File: src/shared/tcpc_defs.svh
// Summary of operation
// - clamp applies firmware-selected limit, active only while the path sources power
// - clamped overcurrent lasting past the deglitch interval latches the switch off
// - overcurrent-protection trip on a closed switch latches that switch off
// - vbus above overvoltage or below undervoltage limit disables the path
// - reverse current: comparator mode as source, ideal diode as sink, switch off
// - external path controls are active high and drop on overvoltage or undervoltage
// - overcurrent never acts on the external path controls
// - vconn switch feeds one cc pin with a 600 mA limit
// - vconn closes only with input good at enable, then stays closed
// - both switches off and vbus above safe 5 V enables pull-down until safe 5 V
// - for safe 0 V the pull-down stays on until vbus reaches it, timed
// - dfp, both pins open: monitor both, no vbus nor vconn
// - dfp, Rd on one pin: apply vbus, no vconn, watch only the Rd pin
// - dfp, Ra on one pin: no power, watch open pin attach and Ra detach
// - dfp, Ra and Rd: vbus plus vconn on Ra pin, watch only Rd pin
// - dfp, Rd-Rd is debug, Ra-Ra is audio accessory; either pin detaches
// - dfp advertised current is one of four levels
// - detach uses the disconnect threshold matching the advertised current
// - ufp: pull-down on both pins, attach by vbus, partner current from cc
// - drp alternates cc pins between pull-down and pull-up
// - sink with swap enabled flags a cc drop, then stops sinking and sources
// - source with swap enabled signals by pull-down, then becomes a sink
`ifndef TCPC_DEFS_SVH
`define TCPC_DEFS_SVH
`define TCPC_CLK_MHZ        40
`define TCPC_OCC_DGL_US     10
`define TCPC_OCC_DGL_CYC    (`TCPC_OCC_DGL_US * `TCPC_CLK_MHZ)
`define TCPC_SAFE0_US       1000
`define TCPC_SAFE0_CYC      (`TCPC_SAFE0_US * `TCPC_CLK_MHZ)
`define TCPC_DRP_US         1000
`define TCPC_DRP_CYC        (`TCPC_DRP_US * `TCPC_CLK_MHZ)
`define TCPC_VCONN_ILIM_MA  10'h258
`define TCPC_A_CTRL         8'h00
`define TCPC_A_CFG          8'h04
`define TCPC_A_STAT         8'h08
`define TCPC_A_EVT          8'h0c
`define TCPC_CTRL_RST       32'h0000_0000
`define TCPC_CFG_RST        32'h0000_0000
`define TCPC_C_EN           1:0
`define TCPC_C_SRC          3:2
`define TCPC_C_EXT          5:4
`define TCPC_C_VCONN        6
`define TCPC_C_ROLE         8:7
`define TCPC_C_ADV          10:9
`define TCPC_C_FRS          11
`define TCPC_C_SAFE0        12
`define TCPC_C_WMASK        32'h0000_1fff
`define TCPC_C_FRSSIG       13
`define TCPC_C_CLR          15:14
`define TCPC_F_CLAMP        3:0
`define TCPC_F_OV           11:4
`define TCPC_F_UV           19:12
`define TCPC_F_WMASK        32'h000f_ffff
`define TCPC_E_FRS          0
`define TCPC_E_TMO          1
`endif

File: src/shared/tcpc_pkg.sv
package tcpc_pkg;
    typedef enum logic [1:0] {CC_OPEN, CC_RA, CC_RD} tcpc_cc_t;
    typedef enum logic [1:0] {ROLE_DFP, ROLE_UFP, ROLE_DRP} tcpc_role_t;
    typedef enum logic [2:0] {
        ATT_NONE, ATT_UFP, ATT_CABLE, ATT_CABLE_UFP, ATT_DEBUG, ATT_AUDIO, ATT_SINK
    } tcpc_att_t;
endpackage

File: src/hw/tcpc_sync.sv
`timescale 1ns/1ps
module tcpc_sync #(
    parameter int W = 1
) (
    input  wire logic         clk,
    input  wire logic         rst_b,
    input  wire logic [W-1:0] d,
    output logic      [W-1:0] q
);
    logic [W-1:0] meta_r;
    logic [W-1:0] q_r;

    always_ff @(posedge clk or negedge rst_b) begin
        if (!rst_b) begin
            meta_r <= '0;
            q_r    <= '0;
        end else begin
            meta_r <= d;
            q_r    <= meta_r;
        end
    end

    assign q = q_r;
endmodule // tcpc_sync

File: src/hw/tcpc_port_ctrl.sv
`timescale 1ns/1ps
`include "tcpc_defs.svh"
module tcpc_port_ctrl #(
    parameter int DGL_CYC   = `TCPC_OCC_DGL_CYC,
    parameter int SAFE0_CYC = `TCPC_SAFE0_CYC,
    parameter int DRP_CYC   = `TCPC_DRP_CYC
) (
    input  wire logic        clk,
    input  wire logic        rst_b,
    input  wire logic [7:0]  reg_addr,
    input  wire logic [31:0] reg_wdata,
    input  wire logic        reg_wr,
    input  wire logic        reg_rd,
    output logic      [31:0] reg_rdata,
    input  wire logic [1:0]  occ_det,
    input  wire logic [1:0]  ocp_det,
    input  wire logic [1:0]  rev_det,
    input  wire logic        vbus_ov,
    input  wire logic        vbus_uv,
    input  wire logic        vbus_gt_safe5,
    input  wire logic        vbus_gt_safe0,
    input  wire logic        vbus_present,
    input  wire logic        vconn_in_good,
    input  wire logic [1:0]  cc_lt_sink_det,
    input  wire logic [1:0]  cc_lt_cable_det,
    input  wire logic [1:0]  cc_rp_mid,
    input  wire logic [1:0]  cc_rp_high,
    input  wire logic        cc_lt_swap,
    output logic      [1:0]  high_voltage_power_path,
    output logic      [1:0]  clamp_en,
    output logic      [3:0]  clamp_current_limit,
    output logic      [1:0]  rcp_cmp_mode,
    output logic      [7:0]  ov_limit,
    output logic      [7:0]  uv_limit,
    output logic             external_path_control_a,
    output logic             external_path_control_b,
    output logic      [1:0]  vconn_supply_switch,
    output logic      [9:0]  vconn_ilim_ma,
    output logic             vbus_discharge,
    output logic             discharge_to_zero,
    output logic      [1:0]  dfp_pullup_current,
    output logic      [1:0]  adv_current_sel,
    output logic      [1:0]  trimmed_sink_pulldown,
    output logic      [1:0]  role_swap_signal_pulldown
);

////////////////////////////////////////////////////////////////////////////////
// input synchronisers

    logic [20:0] raw;
    logic [20:0] syn;
    logic [1:0]  occ_s;
    logic [1:0]  ocp_s;
    logic [1:0]  rev_s;
    logic        ov_s;
    logic        uv_s;
    logic        gt5_s;
    logic        gt0_s;
    logic        vbus_s;
    logic        vgood_s;
    logic [1:0]  ccd_s;
    logic [1:0]  cca_s;
    logic [1:0]  rpm_s;
    logic [1:0]  rph_s;
    logic        swap_s;

    assign raw = {occ_det, ocp_det, rev_det, vbus_ov, vbus_uv, vbus_gt_safe5,
                  vbus_gt_safe0, vbus_present, vconn_in_good, cc_lt_sink_det,
                  cc_lt_cable_det, cc_rp_mid, cc_rp_high, cc_lt_swap};

    tcpc_sync #(.W(21)) u_sync (
        .clk   (clk),
        .rst_b (rst_b),
        .d     (raw),
        .q     (syn)
    );

    assign {occ_s, ocp_s, rev_s, ov_s, uv_s, gt5_s, gt0_s, vbus_s, vgood_s,
            ccd_s, cca_s, rpm_s, rph_s, swap_s} = syn;

////////////////////////////////////////////////////////////////////////////////
// register port

    logic [31:0] ctrl_r;
    logic [31:0] cfg_r;
    logic [1:0]  evt_r;
    logic [1:0]  evt_nxt;
    logic [31:0] rdata_r;
    logic [31:0] rd_mux;
    logic [31:0] stat;
    logic        wr_ctrl;
    logic        wr_cfg;
    logic        wr_evt;
    logic [1:0]  clr;
    logic        frs_sig;

    assign wr_ctrl = reg_wr && (reg_addr == `TCPC_A_CTRL);
    assign wr_cfg  = reg_wr && (reg_addr == `TCPC_A_CFG);
    assign wr_evt  = reg_wr && (reg_addr == `TCPC_A_EVT);
    assign clr     = wr_ctrl ? reg_wdata[`TCPC_C_CLR] : 2'h0;
    assign frs_sig = wr_ctrl && reg_wdata[`TCPC_C_FRSSIG];

    always_comb begin
        if (reg_addr == `TCPC_A_CTRL) begin
            rd_mux = ctrl_r;
        end else if (reg_addr == `TCPC_A_CFG) begin
            rd_mux = cfg_r;
        end else if (reg_addr == `TCPC_A_STAT) begin
            rd_mux = stat;
        end else if (reg_addr == `TCPC_A_EVT) begin
            rd_mux = {30'h0, evt_r};
        end else begin
            rd_mux = 32'h0;
        end
    end

////////////////////////////////////////////////////////////////////////////////
// configuration decode

    tcpc_pkg::tcpc_role_t role;
    logic [1:0] path_en;
    logic [1:0] path_src;
    logic [1:0] ext_en;
    logic       frs_en;
    logic       safe0_req;
    logic       drp_pu_r;
    logic       dfp_mode;
    logic       snk_mode;

    assign role      = tcpc_pkg::tcpc_role_t'(ctrl_r[`TCPC_C_ROLE]);
    assign path_en   = ctrl_r[`TCPC_C_EN];
    assign path_src  = ctrl_r[`TCPC_C_SRC];
    assign ext_en    = ctrl_r[`TCPC_C_EXT];
    assign frs_en    = ctrl_r[`TCPC_C_FRS];
    assign safe0_req = ctrl_r[`TCPC_C_SAFE0];
    assign dfp_mode  = (role == tcpc_pkg::ROLE_DFP) || ((role == tcpc_pkg::ROLE_DRP) && drp_pu_r);
    assign snk_mode  = (role == tcpc_pkg::ROLE_UFP) || ((role == tcpc_pkg::ROLE_DRP) && !drp_pu_r);

////////////////////////////////////////////////////////////////////////////////
// cc classification and attach state machine

    function automatic tcpc_pkg::tcpc_cc_t cc_class(input logic lt_sink, input logic lt_cable);
        if (!lt_sink)
            return tcpc_pkg::CC_OPEN;
        else if (lt_cable)
            return tcpc_pkg::CC_RA;
        else
            return tcpc_pkg::CC_RD;
    endfunction

    tcpc_pkg::tcpc_cc_t c1;
    tcpc_pkg::tcpc_cc_t c2;
    tcpc_pkg::tcpc_cc_t cmon;
    tcpc_pkg::tcpc_cc_t coth;
    tcpc_pkg::tcpc_att_t att_r;
    tcpc_pkg::tcpc_att_t att_nxt;
    logic pin_r;
    logic pin_nxt;

    // ccd threshold follows adv_current_sel, so open means above the matching level
    assign c1   = cc_class(ccd_s[0], cca_s[0]);
    assign c2   = cc_class(ccd_s[1], cca_s[1]);
    assign cmon = pin_r ? c2 : c1;
    assign coth = pin_r ? c1 : c2;

    always_comb begin
        att_nxt = att_r;
        pin_nxt = pin_r;
        case (att_r)
            tcpc_pkg::ATT_NONE: begin
                if (dfp_mode) begin
                    if (c1 == tcpc_pkg::CC_RD && c2 == tcpc_pkg::CC_RD) begin
                        att_nxt = tcpc_pkg::ATT_DEBUG;
                    end else if (c1 == tcpc_pkg::CC_RA && c2 == tcpc_pkg::CC_RA) begin
                        att_nxt = tcpc_pkg::ATT_AUDIO;
                    end else if ((c1 == tcpc_pkg::CC_RA && c2 == tcpc_pkg::CC_RD) ||
                                 (c1 == tcpc_pkg::CC_RD && c2 == tcpc_pkg::CC_RA)) begin
                        att_nxt = tcpc_pkg::ATT_CABLE_UFP;
                        pin_nxt = (c2 == tcpc_pkg::CC_RD);
                    end else if (c1 == tcpc_pkg::CC_RD || c2 == tcpc_pkg::CC_RD) begin
                        att_nxt = tcpc_pkg::ATT_UFP;
                        pin_nxt = (c2 == tcpc_pkg::CC_RD);
                    end else if (c1 == tcpc_pkg::CC_RA || c2 == tcpc_pkg::CC_RA) begin
                        att_nxt = tcpc_pkg::ATT_CABLE;
                        pin_nxt = (c2 == tcpc_pkg::CC_RA);
                    end
                end else if (snk_mode && vbus_s) begin
                    att_nxt = tcpc_pkg::ATT_SINK;
                    pin_nxt = ccd_s[1];
                end
            end
            tcpc_pkg::ATT_UFP, tcpc_pkg::ATT_CABLE_UFP: begin
                if (cmon == tcpc_pkg::CC_OPEN) begin
                    att_nxt = tcpc_pkg::ATT_NONE;
                end
            end
            tcpc_pkg::ATT_CABLE: begin
                if (cmon == tcpc_pkg::CC_OPEN) begin
                    att_nxt = tcpc_pkg::ATT_NONE;
                end else if (coth == tcpc_pkg::CC_RD) begin
                    att_nxt = tcpc_pkg::ATT_CABLE_UFP;
                    pin_nxt = !pin_r;
                end
            end
            tcpc_pkg::ATT_DEBUG, tcpc_pkg::ATT_AUDIO: begin
                if (c1 == tcpc_pkg::CC_OPEN || c2 == tcpc_pkg::CC_OPEN) begin
                    att_nxt = tcpc_pkg::ATT_NONE;
                end
            end
            tcpc_pkg::ATT_SINK: begin
                if (!vbus_s) begin
                    att_nxt = tcpc_pkg::ATT_NONE;
                end
            end
            default: begin
                att_nxt = tcpc_pkg::ATT_NONE;
            end
        endcase
    end

////////////////////////////////////////////////////////////////////////////////
// drp toggle, fast role swap, power roles

    logic [19:0] drp_cnt_r;
    logic        drp_tick;
    logic        frs_src_r;
    logic        frs_snk_r;
    logic        frs_det;
    logic        src_att;
    logic        src_act;
    logic        snk_act;

    assign drp_tick = (drp_cnt_r == 20'(DRP_CYC - 1));
    assign src_att  = (att_r == tcpc_pkg::ATT_UFP) || (att_r == tcpc_pkg::ATT_CABLE_UFP);
    assign frs_det  = (att_r == tcpc_pkg::ATT_SINK) && frs_en && swap_s && !frs_src_r;
    assign src_act  = (src_att && !frs_snk_r) || frs_src_r;
    assign snk_act  = ((att_r == tcpc_pkg::ATT_SINK) && !frs_src_r) || frs_snk_r;

////////////////////////////////////////////////////////////////////////////////
// high-voltage paths

    logic [1:0] latch_r;
    logic [1:0] latch_nxt;
    logic [1:0] hv_nxt;
    logic [1:0] hv_r;
    logic [1:0] clamp_r;
    logic [1:0] dgl_done;

    genvar gi;
    generate
        for (gi = 0; gi < 2; gi++) begin : g_path
            logic [15:0] dgl_cnt_r;
            assign dgl_done[gi] = (dgl_cnt_r == 16'(DGL_CYC));
            // set wins over the firmware clear
            assign latch_nxt[gi] = (latch_r[gi] && !clr[gi]) || dgl_done[gi] ||
                                   (ocp_s[gi] && hv_r[gi]);
            assign hv_nxt[gi] = path_en[gi] && !latch_r[gi] && !ov_s && !uv_s &&
                                !rev_s[gi] && (path_src[gi] ? src_act : snk_act);
            always_ff @(posedge clk or negedge rst_b) begin
                if (!rst_b) begin
                    dgl_cnt_r <= 16'h0;
                end else if (occ_s[gi] && clamp_r[gi] && !dgl_done[gi]) begin
                    dgl_cnt_r <= dgl_cnt_r + 16'h1;
                end else if (!(occ_s[gi] && clamp_r[gi])) begin
                    dgl_cnt_r <= 16'h0;
                end
            end
        end
    endgenerate

////////////////////////////////////////////////////////////////////////////////
// vconn, discharge, terminations

    logic        vconn_want;
    logic        vconn_r;
    logic        vconn_nxt;
    logic        dis_r;
    logic        dis_nxt;
    logic [19:0] z_cnt_r;
    logic        z_tmo;
    logic [1:0]  ptnr_r;
    logic [1:0]  evt_set;

    assign vconn_want = ctrl_r[`TCPC_C_VCONN] && (att_r == tcpc_pkg::ATT_CABLE_UFP) && src_act;
    assign vconn_nxt  = vconn_want && (vconn_r || vgood_s);
    assign dis_nxt    = (hv_r == 2'h0) && (safe0_req ? gt0_s : gt5_s);
    assign z_tmo      = (z_cnt_r == 20'(SAFE0_CYC - 1));
    assign evt_set    = {z_tmo && dis_r && safe0_req, frs_det};
    assign evt_nxt    = (evt_r & ~(wr_evt ? reg_wdata[1:0] : 2'h0)) | evt_set;
    assign stat = {19'h0, drp_pu_r, frs_snk_r, frs_src_r, ptnr_r, dis_r, vconn_r, pin_r,
                   att_r, latch_r};

////////////////////////////////////////////////////////////////////////////////
// state registers

    always_ff @(posedge clk or negedge rst_b) begin
        if (!rst_b) begin
            ctrl_r    <= `TCPC_CTRL_RST;
            cfg_r     <= `TCPC_CFG_RST;
            evt_r     <= 2'h0;
            rdata_r   <= 32'h0;
            att_r     <= tcpc_pkg::ATT_NONE;
            pin_r     <= 1'b0;
            latch_r   <= 2'h0;
            hv_r      <= 2'h0;
            clamp_r   <= 2'h0;
            vconn_r   <= 1'b0;
            dis_r     <= 1'b0;
            ptnr_r    <= 2'h0;
        end else begin
            if (wr_ctrl) begin
                ctrl_r <= reg_wdata & `TCPC_C_WMASK;
            end
            if (wr_cfg) begin
                cfg_r <= reg_wdata & `TCPC_F_WMASK;
            end
            evt_r     <= evt_nxt;
            rdata_r   <= reg_rd ? rd_mux : 32'h0;
            att_r     <= att_nxt;
            pin_r     <= pin_nxt;
            latch_r   <= latch_nxt;
            hv_r      <= hv_nxt;
            clamp_r   <= hv_nxt & path_src;
            vconn_r   <= vconn_nxt;
            dis_r     <= dis_nxt;
            if (att_r == tcpc_pkg::ATT_SINK) begin
                ptnr_r <= pin_r ? {rph_s[1], rpm_s[1]} : {rph_s[0], rpm_s[0]};
            end
        end
    end

    always_ff @(posedge clk or negedge rst_b) begin
        if (!rst_b) begin
            drp_cnt_r <= 20'h0;
            drp_pu_r  <= 1'b0;
            frs_src_r <= 1'b0;
            frs_snk_r <= 1'b0;
            z_cnt_r   <= 20'h0;
        end else begin
            if ((role == tcpc_pkg::ROLE_DRP) && (att_r == tcpc_pkg::ATT_NONE)) begin
                drp_cnt_r <= drp_tick ? 20'h0 : drp_cnt_r + 20'h1;
                drp_pu_r  <= drp_pu_r ^ drp_tick;
            end
            if (att_nxt == tcpc_pkg::ATT_NONE || !frs_en) begin
                frs_src_r <= 1'b0;
                frs_snk_r <= 1'b0;
            end else begin
                frs_src_r <= frs_src_r || frs_det;
                frs_snk_r <= frs_snk_r || (frs_sig && src_act);
            end
            if (dis_r && safe0_req && !z_tmo) begin
                z_cnt_r <= z_cnt_r + 20'h1;
            end else if (!(dis_r && safe0_req)) begin
                z_cnt_r <= 20'h0;
            end
        end
    end

////////////////////////////////////////////////////////////////////////////////
// registered outputs

    logic [1:0] pu_r;
    logic [1:0] pd_r;
    logic [1:0] rsw_r;
    logic [1:0] vsw_r;
    logic [1:0] ext_r;

    always_ff @(posedge clk or negedge rst_b) begin
        if (!rst_b) begin
            pu_r  <= 2'h0;
            pd_r  <= 2'h0;
            rsw_r <= 2'h0;
            vsw_r <= 2'h0;
            ext_r <= 2'h0;
        end else begin
            pu_r  <= {2{dfp_mode}};
            pd_r  <= {2{snk_mode}};
            rsw_r <= (frs_snk_r && frs_en) ? (pin_r ? 2'h2 : 2'h1) : 2'h0;
            vsw_r <= vconn_nxt ? (pin_r ? 2'h1 : 2'h2) : 2'h0;
            ext_r <= ext_en & {2{!ov_s && !uv_s}};
        end
    end

    assign reg_rdata                 = rdata_r;
    assign high_voltage_power_path   = hv_r;
    assign clamp_en                  = clamp_r;
    assign clamp_current_limit       = cfg_r[`TCPC_F_CLAMP];
    assign rcp_cmp_mode              = ctrl_r[`TCPC_C_SRC];
    assign ov_limit                  = cfg_r[`TCPC_F_OV];
    assign uv_limit                  = cfg_r[`TCPC_F_UV];
    assign external_path_control_a   = ext_r[0];
    assign external_path_control_b   = ext_r[1];
    assign vconn_supply_switch       = vsw_r;
    assign vconn_ilim_ma             = `TCPC_VCONN_ILIM_MA;
    assign vbus_discharge            = dis_r;
    assign discharge_to_zero         = ctrl_r[`TCPC_C_SAFE0];
    assign dfp_pullup_current        = pu_r;
    assign adv_current_sel           = ctrl_r[`TCPC_C_ADV];
    assign trimmed_sink_pulldown     = pd_r;
    assign role_swap_signal_pulldown = rsw_r;
endmodule // tcpc_port_ctrl

File: config.mk
export PLATFORM = sky130hd
export DESIGN_NAME = tcpc_port_ctrl
export DESIGN_NICKNAME = d
export VERILOG_FILES = /design/src/shared/tcpc_pkg.sv /design/src/hw/tcpc_sync.sv /design/src/hw/tcpc_port_ctrl.sv
export VERILOG_INCLUDE_DIRS = /design/src /design/src/shared
export SDC_FILE = /design/constraint.sdc
export NUM_CORES = 1
export LEC_CHECK = 0
export ABC_CLOCK_PERIOD_IN_PS = 2050
export BUFFER_PORTS_ARGS = -buffer_cell sky130_fd_sc_hd__buf_2
export CAP_MARGIN = 20
export CORE_MARGIN = 2
export CORE_UTILIZATION = 50
export CTS_BUF_LIST = sky130_fd_sc_hd__clkbuf_8
export DETAILED_ROUTE_END_ITERATION = 16
export GPL_TIMING_DRIVEN = 0
export PLACE_DENSITY = 0.75
export SYNTH_ARGS = -nofsm -noshare
export SYNTH_HDL_FRONTEND = slang
export SYNTH_HIERARCHICAL = 1
export SYNTH_SLANG_ARGS = --single-unit
File: constraint.sdc
create_clock -name clk -period 2.05 [get_ports clk]
set_input_delay 0.1025 -clock clk [delete_from_list [all_inputs] [get_ports clk]]
set_output_delay 0.1025 -clock clk [all_outputs]
set_load 0.01 [all_outputs]
==> run_results.csv <==
group,metric,value,unit
sta,relSlewSlack,43.1,%
sta,setup_viol,0,
place,dpl.hpwl,12400,um
pwr,powerDensity,746,nW/um2
floorplanning,coreArea,16500,um2
synthesis,synth_commonest_cells,"dfrtp_1 (194), nor2_1 (89), nand2_1 (46), xor2_1 (40)",
cts,htreeDepth,4,
pwr,seqPwrFrac,53.9,%
floorplanning,die_w,133,um
worst_setup_path,cp_data_required_time,2430,ps
global_routing,antenna_found_initial,1,
cells_and_area,layout-drive-gt1-share,23.1,%
pwr,power,7.61,mW
place,place.port_buffers,111,
worst_setup_path,r2r_setup_slack,110,ps
detailed_routing,drt_iter0_drc,378,
synthesis,async_flop_share,100,%
pwr,leakagePower,4.89,nW
worst_setup_path,cpMaxStageDelayCell,"dfrtp_2",
sta,period_share,94.8,%
worst_setup_path,cp-end-kind,"flop",
pwr,peakVddDrop,0.480,mV
detailed_routing,drc,0,
cts,path_clk_slew,100,ps
worst_setup_path,r2r-start,"att_r[1]",
cts,cts_setup_buffers,0,
floorplanning,die_y,133,um
status,status,"finished clean",
detailed_routing,dr.pass1.iters,6,
cells_and_area,design_area,10200,um2
worst_setup_path,r2r_cells,5,
hold_path,hold_start,"reg_wr",
synthesis,ys.warnings.count,6,
detailed_routing,vias,6069,
cells_and_area,register_area,4860,um2
place,placed_cell_area,9290,um2
synthesis,synth_most_common_cell,"dfrtp_1",
cts,root_buffer,"clkbuf_8",
worst_setup_path,path_class,"flop to flop",
synthesis,synth_area_leaders,"dfrtp_1 (58%), xor2_1 (4.2%), nor2_1 (4.0%)",
floorplanning,initial_core_util,50.7,%
global_routing,grt_usage,21.8,%
worst_setup_path,crit_chain,"or3_1 -> a221o_1 -> o2bb2ai_1 -> a2111oi_2 -> a221oi_2",
synthesis,synth-main-ff-cell,"dfrtp_1",
cts,cts_sinks,194,
cells_and_area,nNetsFinal,1015,
pwr,swShare,25.9,%
global_routing,grt_overflow_total,0,
detailed_routing,wl_per_cell,15.6,um
sta,max_freq,515,MHz
floorplanning,fp-row-count,47,
global_routing,grt_pass1_vias,5942,
worst_setup_path,worstReg2RegEnd,"frs_snk_r",
worst_setup_path,cpPeakStageDelay,500,ps
floorplanning,dieArea,17700,um2
cts,cts_buffers,17,
synthesis,yosysSeqAreaShare,58.2,%
cells_and_area,multi_input_area,3210,um2
hold_path,hold_path_end,"evt_r[1]",
worst_setup_path,cp_data_arrival_time,2330,ps
worst_setup_path,crit_fanout,9,
synthesis,ys_ff_latch,194,
hold_path,holdCritPathClass,"input pin to flop",
pwr,power.internal,5.64,mW
global_routing,grt_max_degree,124,
cts,cts_tree,"done",
sta,finClkSkew,11.8,ps
synthesis,synth-edff-count,0,
detailed_routing,drtAntennaViolNets,0,
sta,slew_violations,0,
worst_setup_path,start_kind,"flop",
flow_run,maxCapViolations,0,
place,routabilityCongestion,0.839,
cells_and_area,syn_to_final_growth,22.2,%
synthesis,synth.avg_cell_area,11.1,um2
synthesis,yosys.area.top_type,"dfrtp_1",
hold_path,worstHoldPathCells,4,
cts,clock_path_buffers,2,
floorplanning,ios,147,
detailed_routing,vias_per_cell,5.15,
sta,worst_pin_slew,852,ps
sta,finalHoldViolCount,0,
cts,insertion_delay,470,ps
sta,grt_setup_unrepaired,"no",
global_routing,grt_pass1_wl,30400,um
synthesis,synthesis.instances,749,
synthesis,synth_cell_types,56,
pwr,p_sw,1.97,mW
synthesis,synth.cell_area,8350,um2
pwr,p_clk_share,34.4,%
cells_and_area,nFillCells,1345,
pwr,pwr-share-comb,11.7,%
synthesis,synth_top_area_share,58.2,%
sta,layout_min_cycle_time,1940,ps
detailed_routing,wl,18300,um
-- power groups by stage --
stage | clock (mW) | combinational (mW) | sequential (mW)
floorplan | 0 | 0.497 | 4.13
global placement | 0 | 0.793 | 4.14
detailed placement | 0 | 0.810 | 4.14
CTS | 2.67 | 0.889 | 4.07
global route | 2.83 | 0.982 | 4.13
finish | 2.62 | 0.891 | 4.10
-- cells in the final DEF, fill, tap and decap left out, types with 18 or more instances in the layout --
cell type      Yosys  routed
buf_4             28      28
dlygate4sd3_1      0      45
xor2_1            40      40
dfrtp_1          194     193
xnor2_1           24      24
o21ai_0           27      26
mux2_2            28      28
nand2_1           46      46
conb_1             2      22
nor2_1            89      88
nand3_1           28      28
buf_2              5     115
inv_1             20      21
clkbuf_8           0      19
nand4_1           20      20
clkbuf_1          21      18
and3_1            23      23
-- how the worst max path moves through the flow --
stage	from	end	slack, ps
2_1_floorplan	u_sync/q[8]	pin_r	200
6_report	att_r[1]	frs_snk_r	110
5_1_grt	z_cnt_r[14]	z_cnt_r[1]	5
3_3_place_gp	rst_b	u_sync/meta_r[6]	-2250
3_5_place_dp	reg_addr[2]	cfg_r[18]	-280
4_1_cts	ctrl_r[8]	frs_snk_r	-20
-- timing repair --
action	CTS	global route
pin swaps	0	2
endpoints found under the hold margin	133	0
gates resized for setup	3	10
setup endpoints to repair	6	18
hold buffers	45	0
-- through the flow --
stage / std cells / utilization (%) / hold slack, ps / worst slack [ps] / setup TNS (ps)
2_1_floorplan: 769 / - / -193 / 199 / 0
3_3_place_gp: 1100 / 56.2 / 211 / -2250 / -438170
3_5_place_dp: 1101 / 56.4 / 102 / -275 / -4870
4_1_cts: 1178 / 61.8 / 74.4 / -17.5 / -22.0
5_1_grt: 1177 / 61.9 / 104 / 5.20 / 0
6_report: 1178 / 61.9 / 109 / 106 / 0
-- critical path: cells and delay by family, from the launching register on --
| kind | cells | cell delay (ps) |
|---|---|---|
| DFF | 1 | 500 |
| AOI/OAI and AO/OA | 4 | 940 |
| and+or+nand+nor | 1 | 420 |
-- layout make-up --
type,instances,area share (%)
clock inverter,13,1.55
tap,220,2.70
buffer,54,3.10
sequential,194,47.6
clock buffer,19,2.56
multi-input combinational,500,31.5
inverter,20,0.736
antenna,1,0.0245
timing repair buffer,157,10.2
-- sequential cells by signal (all words and copies together), names as in the netlist, 2 cells and up --
| register | flops |
|---|---|
| att_r | 3 |
| cfg_r | 20 |
| clamp_en | 2 |
| ctrl_r | 13 |
| drp_cnt_r | 20 |
| evt_r | 2 |
| ext_r | 2 |
| g_path.dgl_cnt_r | 32 |
| high_voltage_power_path | 2 |
| latch_r | 2 |
| ptnr_r | 2 |
| reg_rdata | 20 |
| role_swap_signal_pulldown | 2 |
| u_sync/meta_r | 21 |
| u_sync/q | 21 |
| vconn_supply_switch | 2 |
| z_cnt_r | 20 |
-- routing by layer --
layer	track usage, %	share of wire [%]	wire [um]	vias up
li1	-	-	-	2909
met1	30.5	46	8460	2979
met2	34.3	47	8540	159
met3	5.29	5.7	1040	22
met4	6.62	1.6	291	0
met5	0	0	0	-
-- cells by family (layout without fill, tap and decap cells) --
group | count (synthesis) | after routing | synth area share (%)
adders and majority gates | 6 | 6 | 0.899
xor gates and xnor gates | 64 | 64 | 6.71
other | 2 | 23 | 0.0900
AOI/OAI and AO/OA | 75 | 75 | 6.16
muxes | 38 | 38 | 4.98
DFF | 194 | 194 | 58.2
and+or+nand+nor | 295 | 295 | 18.3
buffers and inverters | 75 | 263 | 4.71
(Power assumes the default switching activity.)
